## src/ecsg_cfg.svh

```systemverilog
// Constants for the Ethernet command source guard: register map, fields, reset values, timing.
// Assumes a 10 MHz pclk and 32-bit APB; included by its bare name.
`ifndef ECSG_CFG_SVH
`define ECSG_CFG_SVH
`define ECSG_ADDR_SRC_IP 8'h00
`define ECSG_ADDR_SRC_RNG 8'h04
`define ECSG_ADDR_FLT_IP 8'h08
`define ECSG_ADDR_FLT_R23 8'h0C
`define ECSG_ADDR_FLT_R4 8'h10
`define ECSG_ADDR_LOSS_IVL 8'h14
`define ECSG_ADDR_CTRL 8'h18
`define ECSG_ADDR_STATUS 8'h1C
`define ECSG_ADDR_MASK 8'h20
`define ECSG_ADDR_STATE 8'h24
`define ECSG_RANGE_OFF 16'h270F
`define ECSG_IVL_OFF 16'h270F
`define ECSG_IVL_NOW 16'h0000
`define ECSG_RST_IP 32'h0000_0000
`define ECSG_RST_RNG 32'h270F_270F
`define ECSG_RST_IVL 16'h000F
`define ECSG_ST_LOSS 0
`define ECSG_ST_CMD_REJ 1
`define ECSG_ST_CONN_REJ 2
`define ECSG_CTRL_APPLY 0
`define ECSG_NSTAT 3
`define ECSG_CLK_PERIOD_NS 100
`define ECSG_IVL_UNIT_NS 100000000
`endif

```

## src/ecsg_pkg.sv

```systemverilog
// Types shared by the command source guard and its surroundings.
// Assumes ecsg_cfg.svh holds the numeric constants.
package ecsg_pkg;
    typedef struct packed {
        logic valid;
        logic is_cmd;
        logic [31:0] src_ip;
    } ecsg_frame_t;
    typedef struct packed {
        logic valid;
        logic connect_ok;
        logic cmd_ok;
    } ecsg_verdict_t;
    typedef enum logic [1:0] {SUP_IDLE, SUP_ARMED, SUP_RUN, SUP_FAULT} ecsg_sup_t;
endpackage

```

## src/ecsg_guard.sv

```systemverilog
// Ethernet command source guard: address filters, command source check, loss supervision.
// Assumes an APB master on pclk and frames presented as one-cycle pulses from the MAC side.
//
// The implementer's own choices: the placing of the registers and the APB register port.
`timescale 1ns/1ps
`include "ecsg_cfg.svh"
module ecsg_guard #(
    parameter int unsigned TICK_CYCLES = `ECSG_IVL_UNIT_NS / `ECSG_CLK_PERIOD_NS
) (
    // Clock and reset
    input wire logic pclk,
    input wire logic presetn,
    // APB slave
    input wire logic psel,
    input wire logic penable,
    input wire logic pwrite,
    input wire logic [7:0] paddr,
    input wire logic [31:0] pwdata,
    output logic [31:0] prdata,
    output logic pready,
    output logic pslverr,
    // Received frames and verdicts
    input wire ecsg_pkg::ecsg_frame_t rx_frame,
    output ecsg_pkg::ecsg_verdict_t verdict,
    // Operating mode
    input wire logic net_mode,
    input wire logic eth_cmd_src,
    // Fault and interrupt
    output logic comm_loss_fault,
    output logic output_shutoff,
    output logic irq
);
    // Written copies and the copies in use
    logic [31:0] src_ip_q, src_rng_q, flt_ip_q, flt_r23_q, flt_r4_q;
    logic [15:0] ivl_q;
    logic [31:0] act_src_ip_q, act_src_rng_q, act_flt_ip_q, act_flt_r23_q, act_flt_r4_q;
    logic [15:0] act_ivl_q;
    logic [`ECSG_NSTAT-1:0] status_q, mask_q, stat_set;
    logic apply;
    logic wr, rd;
    logic [31:0] rdata_d;
    logic map_hit;

    assign wr = psel && penable && pwrite;
    assign rd = psel && !pwrite;
    assign pready = 1'b1;
    assign apply = wr && paddr == `ECSG_ADDR_CTRL && pwdata[`ECSG_CTRL_APPLY];

    always_ff @(posedge pclk or negedge presetn) begin
        if (!presetn) begin
            src_ip_q <= `ECSG_RST_IP;
            src_rng_q <= `ECSG_RST_RNG;
            flt_ip_q <= `ECSG_RST_IP;
            flt_r23_q <= `ECSG_RST_RNG;
            flt_r4_q <= `ECSG_RST_RNG;
            ivl_q <= `ECSG_RST_IVL;
            mask_q <= '0;
        end else if (wr) begin
            case (paddr)
                `ECSG_ADDR_SRC_IP: src_ip_q <= pwdata;
                `ECSG_ADDR_SRC_RNG: src_rng_q <= pwdata;
                `ECSG_ADDR_FLT_IP: flt_ip_q <= pwdata;
                `ECSG_ADDR_FLT_R23: flt_r23_q <= pwdata;
                `ECSG_ADDR_FLT_R4: flt_r4_q <= pwdata;
                `ECSG_ADDR_LOSS_IVL: ivl_q <= pwdata[15:0];
                `ECSG_ADDR_MASK: mask_q <= pwdata[`ECSG_NSTAT-1:0];
                default: ;
            endcase
        end
    end

    // Settings in use change only on a reset or a soft reset command
    always_ff @(posedge pclk or negedge presetn) begin
        if (!presetn) begin
            act_src_ip_q <= `ECSG_RST_IP;
            act_src_rng_q <= `ECSG_RST_RNG;
            act_flt_ip_q <= `ECSG_RST_IP;
            act_flt_r23_q <= `ECSG_RST_RNG;
            act_flt_r4_q <= `ECSG_RST_RNG;
            act_ivl_q <= `ECSG_RST_IVL;
        end else if (apply) begin
            act_src_ip_q <= src_ip_q;
            act_src_rng_q <= src_rng_q;
            act_flt_ip_q <= flt_ip_q;
            act_flt_r23_q <= flt_r23_q;
            act_flt_r4_q <= flt_r4_q;
            act_ivl_q <= ivl_q;
        end
    end

    // Address matching, one octet per loop pass; octet 0 is the first (most significant)
    logic [15:0] src_bound [4];
    logic [15:0] flt_bound [4];
    logic [3:0] src_oct_ok, flt_oct_ok;
    logic src_none, flt_none, src_ok, flt_ok;

    assign src_bound[0] = `ECSG_RANGE_OFF;
    assign src_bound[1] = `ECSG_RANGE_OFF;
    assign src_bound[2] = act_src_rng_q[15:0];
    assign src_bound[3] = act_src_rng_q[31:16];
    assign flt_bound[0] = `ECSG_RANGE_OFF;
    assign flt_bound[1] = act_flt_r23_q[15:0];
    assign flt_bound[2] = act_flt_r23_q[31:16];
    assign flt_bound[3] = act_flt_r4_q[15:0];

    function automatic logic oct_match(input logic [7:0] oct, input logic [7:0] base,
                                       input logic [15:0] bound);
        logic [15:0] lo;
        logic [15:0] hi;
        lo = {8'h00, base};
        hi = bound;
        if (bound == `ECSG_RANGE_OFF)
            return oct == base;
        if (bound < lo) begin
            lo = bound;
            hi = {8'h00, base};
        end
        return {8'h00, oct} >= lo && {8'h00, oct} <= hi;
    endfunction

    genvar gi;
    generate
        for (gi = 0; gi < 4; gi++) begin : g_oct
            localparam int SH = 24 - 8 * gi;
            assign src_oct_ok[gi] = oct_match(rx_frame.src_ip[SH+:8], act_src_ip_q[SH+:8],
                                              src_bound[gi]);
            assign flt_oct_ok[gi] = oct_match(rx_frame.src_ip[SH+:8], act_flt_ip_q[SH+:8],
                                              flt_bound[gi]);
        end
    endgenerate

    assign src_none = act_src_ip_q == `ECSG_RST_IP;
    assign flt_none = act_flt_ip_q == `ECSG_RST_IP;
    assign flt_ok = flt_none || &flt_oct_ok;
    assign src_ok = !src_none && &src_oct_ok && flt_ok;

    // Verdict register
    always_ff @(posedge pclk or negedge presetn) begin
        if (!presetn) begin
            verdict <= '0;
        end else begin
            verdict.valid <= rx_frame.valid;
            verdict.connect_ok <= rx_frame.valid && flt_ok;
            verdict.cmd_ok <= rx_frame.valid && rx_frame.is_cmd && src_ok;
        end
    end

    // Supervision of permitted hosts
    logic net_eth, net_eth_q, permitted_rx, tick;
    logic [31:0] div_q;
    logic [15:0] gap_q;
    ecsg_pkg::ecsg_sup_t sup_q;

    assign net_eth = net_mode && eth_cmd_src;
    assign permitted_rx = rx_frame.valid && src_ok;
    assign tick = div_q == TICK_CYCLES - 1;

    always_ff @(posedge pclk or negedge presetn) begin
        if (!presetn)
            net_eth_q <= 1'b0;
        else
            net_eth_q <= net_eth;
    end

    // Tenth-second enable; restarted on each permitted reception
    always_ff @(posedge pclk or negedge presetn) begin
        if (!presetn)
            div_q <= '0;
        else if (permitted_rx || tick || sup_q != ecsg_pkg::SUP_RUN)
            div_q <= '0;
        else
            div_q <= div_q + 32'h0000_0001;
    end

    always_ff @(posedge pclk or negedge presetn) begin
        if (!presetn)
            gap_q <= '0;
        else if (permitted_rx || sup_q != ecsg_pkg::SUP_RUN)
            gap_q <= '0;
        else if (tick)
            gap_q <= gap_q + 16'h0001;
    end

    always_ff @(posedge pclk or negedge presetn) begin
        if (!presetn) begin
            sup_q <= ecsg_pkg::SUP_IDLE;
        end else if (apply) begin
            sup_q <= ecsg_pkg::SUP_IDLE;
        end else begin
            case (sup_q)
                ecsg_pkg::SUP_IDLE: begin
                    if (act_ivl_q == `ECSG_IVL_OFF)
                        sup_q <= ecsg_pkg::SUP_IDLE;
                    else if (act_ivl_q == `ECSG_IVL_NOW && net_eth && !net_eth_q)
                        sup_q <= ecsg_pkg::SUP_FAULT;
                    else if (act_ivl_q != `ECSG_IVL_NOW && net_eth)
                        sup_q <= ecsg_pkg::SUP_ARMED;
                end
                ecsg_pkg::SUP_ARMED: begin
                    if (!net_eth)
                        sup_q <= ecsg_pkg::SUP_IDLE;
                    else if (permitted_rx)
                        sup_q <= ecsg_pkg::SUP_RUN;
                end
                ecsg_pkg::SUP_RUN: begin
                    if (tick && !permitted_rx && gap_q + 16'h0001 >= act_ivl_q)
                        sup_q <= ecsg_pkg::SUP_FAULT;
                end
                ecsg_pkg::SUP_FAULT: sup_q <= ecsg_pkg::SUP_FAULT;
                default: sup_q <= ecsg_pkg::SUP_IDLE;
            endcase
        end
    end

    assign comm_loss_fault = sup_q == ecsg_pkg::SUP_FAULT;
    assign output_shutoff = comm_loss_fault;

    // Sticky events; a new event wins over a clear in the same cycle
    assign stat_set[`ECSG_ST_LOSS] = comm_loss_fault;
    assign stat_set[`ECSG_ST_CMD_REJ] = rx_frame.valid && rx_frame.is_cmd && !src_ok;
    assign stat_set[`ECSG_ST_CONN_REJ] = rx_frame.valid && !flt_ok;

    always_ff @(posedge pclk or negedge presetn) begin
        if (!presetn)
            status_q <= '0;
        else if (wr && paddr == `ECSG_ADDR_STATUS)
            status_q <= (status_q & ~pwdata[`ECSG_NSTAT-1:0]) | stat_set;
        else
            status_q <= status_q | stat_set;
    end

    assign irq = |(status_q & mask_q);

    // Read path
    always_comb begin
        map_hit = 1'b1;
        rdata_d = '0;
        case (paddr)
            `ECSG_ADDR_SRC_IP: rdata_d = src_ip_q;
            `ECSG_ADDR_SRC_RNG: rdata_d = src_rng_q;
            `ECSG_ADDR_FLT_IP: rdata_d = flt_ip_q;
            `ECSG_ADDR_FLT_R23: rdata_d = flt_r23_q;
            `ECSG_ADDR_FLT_R4: rdata_d = flt_r4_q;
            `ECSG_ADDR_LOSS_IVL: rdata_d = {16'h0000, ivl_q};
            `ECSG_ADDR_CTRL: rdata_d = '0;
            `ECSG_ADDR_STATUS: rdata_d = {29'h0000_0000, status_q};
            `ECSG_ADDR_MASK: rdata_d = {29'h0000_0000, mask_q};
            `ECSG_ADDR_STATE: rdata_d = {28'h000_0000, sup_q, irq, comm_loss_fault};
            default: map_hit = 1'b0;
        endcase
    end

    always_ff @(posedge pclk or negedge presetn) begin
        if (!presetn)
            prdata <= '0;
        else if (rd && !penable)
            prdata <= rdata_d;
    end

    assign pslverr = psel && penable && !map_hit;
endmodule

```

## config.mk

```make
export PLATFORM = sky130hd
export DESIGN_NAME = ecsg_guard
export DESIGN_NICKNAME = d
export VERILOG_FILES = /design/src/ecsg_pkg.sv /design/src/ecsg_guard.sv
export VERILOG_INCLUDE_DIRS = /design/src
export SDC_FILE = /design/constraint.sdc
export NUM_CORES = 1
export LEC_CHECK = 0
export ABC_AREA = 1
export BUFFER_PORTS_ARGS = -buffer_cell sky130_fd_sc_hd__clkbuf_2
export CORE_ASPECT_RATIO = 1.1
export CORE_UTILIZATION = 40
export CTS_CLUSTER_DIAMETER = 50
export DETAILED_ROUTE_END_ITERATION = 16
export PLACE_DENSITY = 0.64
export REMOVE_ABC_BUFFERS = 1
export SLEW_MARGIN = 20
export SYNTH_ARGS = -nofsm -noshare
export SYNTH_HDL_FRONTEND = slang
export SYNTH_SLANG_ARGS = --single-unit
```

## constraint.sdc

```tcl
create_clock -name pclk -period 5.9 [get_ports pclk]
set_input_delay 0.59 -clock pclk [delete_from_list [all_inputs] [get_ports pclk]]
set_output_delay 0.59 -clock pclk [all_outputs]
set_load 0.01 [all_outputs]
```

## Word-level counts from Yosys, hierarchy flattened

Cells that the tools add are included.
Widths: inputs -> output; s select.

- Eq/ne operators: 31
- Add/subtract/negate cells: 2
- $lt $le $gt $ge: 16
- Reduce and logical (&&, ||, !) cells: 58
- Bitwise gates (word level): 5
- Muxes and demuxes: 49

Operators with widths:

| kind | number |
|---|---|
| $mux 16 | 22 |
| $pmux 32 s9 | 1 |
| $eq 16x14->1 const B | 6 |
| $ge 8x16->1 | 5 |
| $le 8x16->1 | 5 |
| $lt 16x8->1 | 5 |
| $eq 8x8->1 | 8 |
| $logic_not 32->1 | 2 |
| $add 32x1->32 const B | 1 |
| $eq 32x20->1 const B | 1 |
| $eq 8x5->1 const B | 4 |
| $mux 32 | 1 |
| $logic_and 1x1->1 | 27 |
| $add 16x1->16 const B | 1 |
| $eq 8x4->1 const B | 2 |
| $eq 8x6->1 const B | 2 |
| $ge 16x16->1 | 1 |
| $logic_not 16->1 | 1 |
| $mux 1 | 16 |
| $reduce_bool 16->1 | 1 |
| $mux 2 | 7 |
| $reduce_and 2->1 | 7 |
| $reduce_or 10->1 | 1 |
| $eq 8x3->1 const B | 1 |
| 19 further kinds | 33 |

- Register bits after elaboration: 428
- Input bits: 81

## Longest topological paths before layout

- Depth after elaboration: 16
- Depth in mapped cells: 28
- Mapped depth without buffers: 27

## Least setup slack after synthesis

Ideal clock, no wire load.

- Kind: flip-flop to flip-flop
- Start point: register act_flt_ip_q[9]
- End point: register gap_q[10]
- Path buffers: 2
- Setup time: 127 ps
- Arrival time: 3226 ps
- Slack: 2547 ps
- Data required time: 5773 ps
- Cell stages (with the launch flop): 25
- Path through: dfrtp_1 inv_1 ha_1 a21boi_0 o211ai_1 nand2_1 a21oi_1 o211ai_1 clkbuf_1 a21oi_1 ha_1 nand2_1 nor2_1 nand4_1 nand2_1 inv_1 nand2_1 nand2_1 nand2_1 nand2_1 o21ai_2 nand3_2 nand3_4 buf_2 o21ai_0

- Cells in the longest elaborated chain, start to end: 12
- Elaborated cells between the ends (all ways): 19
- Classes of those cells: 3 x order compare; 1 x eq/ne; 7 x mux; 8 x reduce/logical

RTL lines:

| item | RTL line | text |
|---|---|---|
| start, declared | ecsg_guard.sv:36 | `logic [31:0] act_src_ip_q, act_src_rng_q, act_flt_ip_q, act_flt_r23_q, act_flt_r4_q;` |
| start signal, assigned | ecsg_guard.sv:77 | `` act_flt_ip_q <= `ECSG_RST_IP; `` |
| start signal, assigned | ecsg_guard.sv:84 | `act_flt_ip_q <= flt_ip_q;` |
| $lt 16x8->1 | ecsg_guard.sv:114 | `if (bound < lo) begin` |
| $mux 16 (2 in a row) | ecsg_guard.sv:114 |  |
| $ge 8x16->1 / $le 8x16->1 (equally long branches) | ecsg_guard.sv:118 | `return {8'h00, oct} >= lo && {8'h00, oct} <= hi;` |
| $logic_and 1x1->1 | ecsg_guard.sv:118 |  |
| $mux 1 | ecsg_guard.sv:114 |  |
| $reduce_and 4->1 | ecsg_guard.sv:134 | `assign flt_ok = flt_none \|\| &flt_oct_ok;` |
| $logic_or 1x1->1 (*) | ecsg_guard.sv:134 |  |
| $logic_and 1x1->1 (*) | ecsg_guard.sv:135 | `assign src_ok = !src_none && &src_oct_ok && flt_ok;` |
| $logic_and 1x1->1 (*) | ecsg_guard.sv:155 | `assign permitted_rx = rx_frame.valid && src_ok;` |
| $logic_or 1x1->1 (*) | ecsg_guard.sv:178 | `else if (permitted_rx \|\| sup_q != ecsg_pkg::SUP_RUN)` |
| $mux 16 / $reduce_bool 2->1 (equally long branches) | n/a |  |
| end signal, assigned | ecsg_guard.sv:181 | `gap_q <= gap_q + 16'h0001;` |
| end, declared | ecsg_guard.sv:151 | `logic [15:0] gap_q;` |

Every way passes the cells marked *; elsewhere a longest branch is shown, timed or not. The select of a mux whose other input is x is not followed.
A chain may end at the register's enable or synchronous reset.

## Worst setup path after layout

- Start point: register act_src_rng_q[30]
- End point: register gap_q[8]

- Cells in the longest elaborated chain, start to end: 12
- Elaborated cells between the ends (all ways): 18
- Classes of those cells: 3 x order compare; 1 x eq/ne; 7 x mux; 7 x reduce/logical

RTL lines:

| item | RTL line | text |
|---|---|---|
| start, declared | ecsg_guard.sv:36 |  |
| start signal, assigned | ecsg_guard.sv:76 | `` act_src_rng_q <= `ECSG_RST_RNG; `` |
| start signal, assigned | ecsg_guard.sv:83 | `act_src_rng_q <= src_rng_q;` |
| $lt 16x8->1 | ecsg_guard.sv:114 |  |
| $mux 16 (2 in a row) | ecsg_guard.sv:114 |  |
| $ge 8x16->1 / $le 8x16->1 (equally long branches) | ecsg_guard.sv:118 |  |
| $logic_and 1x1->1 | ecsg_guard.sv:118 |  |
| $mux 1 (*) | ecsg_guard.sv:114 |  |
| $reduce_and 4->1 (*) | ecsg_guard.sv:135 |  |
| $logic_and 1x1->1 (*) (2 in a row) | ecsg_guard.sv:135 |  |
| $logic_and 1x1->1 (*) | ecsg_guard.sv:155 |  |
| $logic_or 1x1->1 (*) | ecsg_guard.sv:178 |  |
| $mux 16 / $reduce_bool 2->1 (equally long branches) | n/a |  |

Marked as above.

==> qor.txt <==
Worst setup margin -> 1.263 ns
Synth area leader -> dfrtp_1
CP bufs+invs -> 1
Max VDD drop -> 173.3 uV
Detailed Route WL -> 66,200 um
Vias per cell -> 5.103
Starting density of the core -> 40.57%
Post-route DRC -> 0
Most instantiated cells after synthesis -> nand2_1, o21ai_0, inv_1
Max Root-Sink Buffers -> 3
Dominant synthesized flop cell -> dfrtp_1
Worst-Skew Late Latency -> 0.60 ns
Clock Skew -> 0.01990 ns
Slowest Stage Delay on Critical Path -> 0.65 ns
Most numerous cell in the Yosys netlist -> nand2_1
Dpl cells -> 3,653
Share of cells above drive strength 1 -> 12.75%
WL/cell -> 17.69 um
CP Data Required Time -> 6.35 ns
Setup CP Type -> flip-flop to flip-flop
Synth-to-Final Area Change -> 12.94%
Status -> finished with violations
Post-route setup TNS -> 0 ns
Initial antenna violation count -> 6
Tcrit/Tclk final -> 78.59%
Critical Path Sink Type -> flip-flop
Die height -> 254.9 um
Mapped cell area -> 23,260 um^2
RSZ-0062 raised after global routing -> no
Register area -> 10,830 um^2
M1 GR Usage -> 29.85%
Drt initial violations -> 1,766
Hold_ws -> -0.006494 ns
Layout Cells excl Fill -> 3,742
Post-CTS setup buffers -> 0
H-tree depth -> 2
Yosys warnings -> 0
Multi-input logic area -> 10,770 um^2
Worst Reg-to-Reg Cells -> 18
Core Util, Final -> 45.82%
Crit-path leading delay family -> simple AND/OR/NAND/NOR gates
GR Layer Usage met3 -> 3.643%
Sequential area share after synthesis -> 46.57%
Global-route wire length before repair -> 103,300 um
CTS tree -> built
Fill cell count -> 5,646
Crit path depth -> 18
Failing checks -> negative hold slack
Slew Limit Headroom -> 26.77%
Final #Nets -> 3,164
Leak Pwr -> 11.66 nW
PD cells -> 246.1 nW/um^2
CTS Hold Bufs -> 0
I/O pin cnt -> 121
Instance count of the mapped netlist -> 2,870
Global route overflow -> 0
CP cell instances -> nor2_1 -> nand3_1 -> nor3_1 -> o2111ai_4 -> nand2_1 -> o21ai_0 -> ha_1 -> nand2_1 -> nor2_1 -> nand3_1 -> o21ai_0 -> inv_1 -> nand2_1 -> a21oi_1 -> nor2_1 -> nand3_2 -> nand3_4 -> o21ai_0
Worst path slowest cell -> nor3_1
CP max FO -> 40
Routed vias -> 19,100
Final Hold Viols -> 1
Dpl ws -> 1.149 ns
Cell area after layout -> 26,270 um^2
Die width -> 231.9 um
Worst EP arrival -> 5.09 ns
Port Buf Inserts -> 119
Largest net degree at the start of global routing -> 141
Core Rows -> 92
Max Cap Viol -> 0
Synth top area share -> 35.72%
GRT Max-Usage Layer -> met2
Ranking of synthesized cells by area -> dfrtp_1, dfstp_2, nand2_1, o21ai_0, ha_1
# clock sinks -> 428
Post_cts resized -> 0
Antenna Nets Post-Route -> 0
Yosys reg bits -> 428
Minimum clock period -> 4.637 ns
Post-synth ARST share -> 100.0%
Number of global-route vias before repair -> 17,960
Pwr Total -> 6.464 mW
Clk slew on worst S/H paths -> 0.06 ns
GR Util met2 -> 37.63%
TritonCTS Buffers -> 46
Placed Area -> 24,600 um^2
First-pass detailed-route iteration total -> 5
Fmax -> 215.7 MHz
GPL Wtd Cong -> 0.9178
Synth unique cells -> 53
Die area -> 59,110 um^2
Worst-Margin Slew -> 1.088 ns
Hpwl dp -> 46,970 um
Core area -> 57,330 um^2
Total Routing Usage GR -> 22.62%
EDFF count, synth -> 0
Syn Area/Cell -> 8.103 um^2
Final Max Tran Viols -> 0
Final setup viols -> 0
CTS root buffer -> clkbuf_16
Startpoint Class -> flip-flop
Min-delay worst type -> primary input to asynchronous set/reset pin
==> cell type report <==
class	count	share of cell area, %
tap	752	3.582
clock buffer	65	5.073
multi-input combinational	1983	41.00
timing repair buffer	142	3.039
inverter	349	4.988
antenna	2	0.01905
sequential	428	41.23
clock inverter	21	1.062
==> sequential cells by signal (all words and copies together), names as in the netlist <==
name	count
net_eth_q	1
src_rng_q	32
src_ip_q	32
act_ivl_q	16
act_flt_r4_q	16
prdata	32
div_q	32
mask_q	3
sup_q	2
act_flt_r23_q	32
act_flt_ip_q	32
flt_r4_q	32
status_q	3
flt_ip_q	32
act_src_rng_q	32
gap_q	16
flt_r23_q	32
act_src_ip_q	32
ivl_q	16
verdict	3
==> path summary, 6_finish.rpt <==
kind	start	endpoint	slack, ns
max in group asynchronous	presetn	ivl_q[14]$_DFFE_PN0P_	4.43
hold reg to reg	prdata[10]$_DFFE_PN0P_	prdata[10]$_DFFE_PN0P_	0.48
setup reg to reg	act_src_rng_q[30]$_DFFE_PN0P_	gap_q[8]$_DFFE_PN0P_	1.26
setup / recovery	act_src_rng_q[30]$_DFFE_PN0P_	gap_q[8]$_DFFE_PN0P_	1.26
min in group pclk	rx_frame[33]	verdict[2]$_DFF_PN0_	0.18
hold / removal	presetn	prdata[2]$_DFFE_PN0P_	-0.006
==> report_power, final <==
| part | switching [mW] | total [mW] | internal (mW) |
|---|---|---|---|
| sequential | 0.0228 | 3.00 | 2.97 |
| combinational | 0.279 | 0.388 | 0.109 |
| clock | 1.27 | 3.08 | 1.81 |
==> kinds of logic after synthesis <==
| logic type | Yosys count | share of synthesized area [%] |
|---|---|---|
| simple gates | 1100 | 20.06 |
| compound gates | 656 | 15.11 |
| buf+inv | 459 | 7.559 |
| flops | 428 | 46.57 |
| fa+ha+maj | 133 | 7.156 |
| xor+xnor | 93 | 3.535 |
| other cells | 1 | 0.01612 |
==> cells in the final DEF, fill, tap and decap left out, drive strengths merged, types with 3 or more instances in the layout <==
master / count
buf: 24
o211ai: 7
o21a: 7
bufinv: 5
o2111ai: 13
clkinv: 11
o21ai: 410
o22ai: 42
nand2: 664
xnor2: 58
clkbuf: 183
a221oi: 4
nor4: 21
a211oi: 11
xor2: 35
a21oi: 143
dfrtp: 332
inv: 353
a21o: 6
a21boi: 5
nor3: 48
nand3: 51
nor2: 257
a31oi: 3
ha: 133
nand4: 46
dfstp: 96
nor3b: 7
==> metal layers <==
metal / wire length (um) / up-vias
li1: - / 9572
met1: 29280 / 8954
met2: 31440 / 458
met3: 3450 / 106
met4: 1980 / 6
met5: 37 / -
No activity file was read; power rests on OpenSTA's default activity.
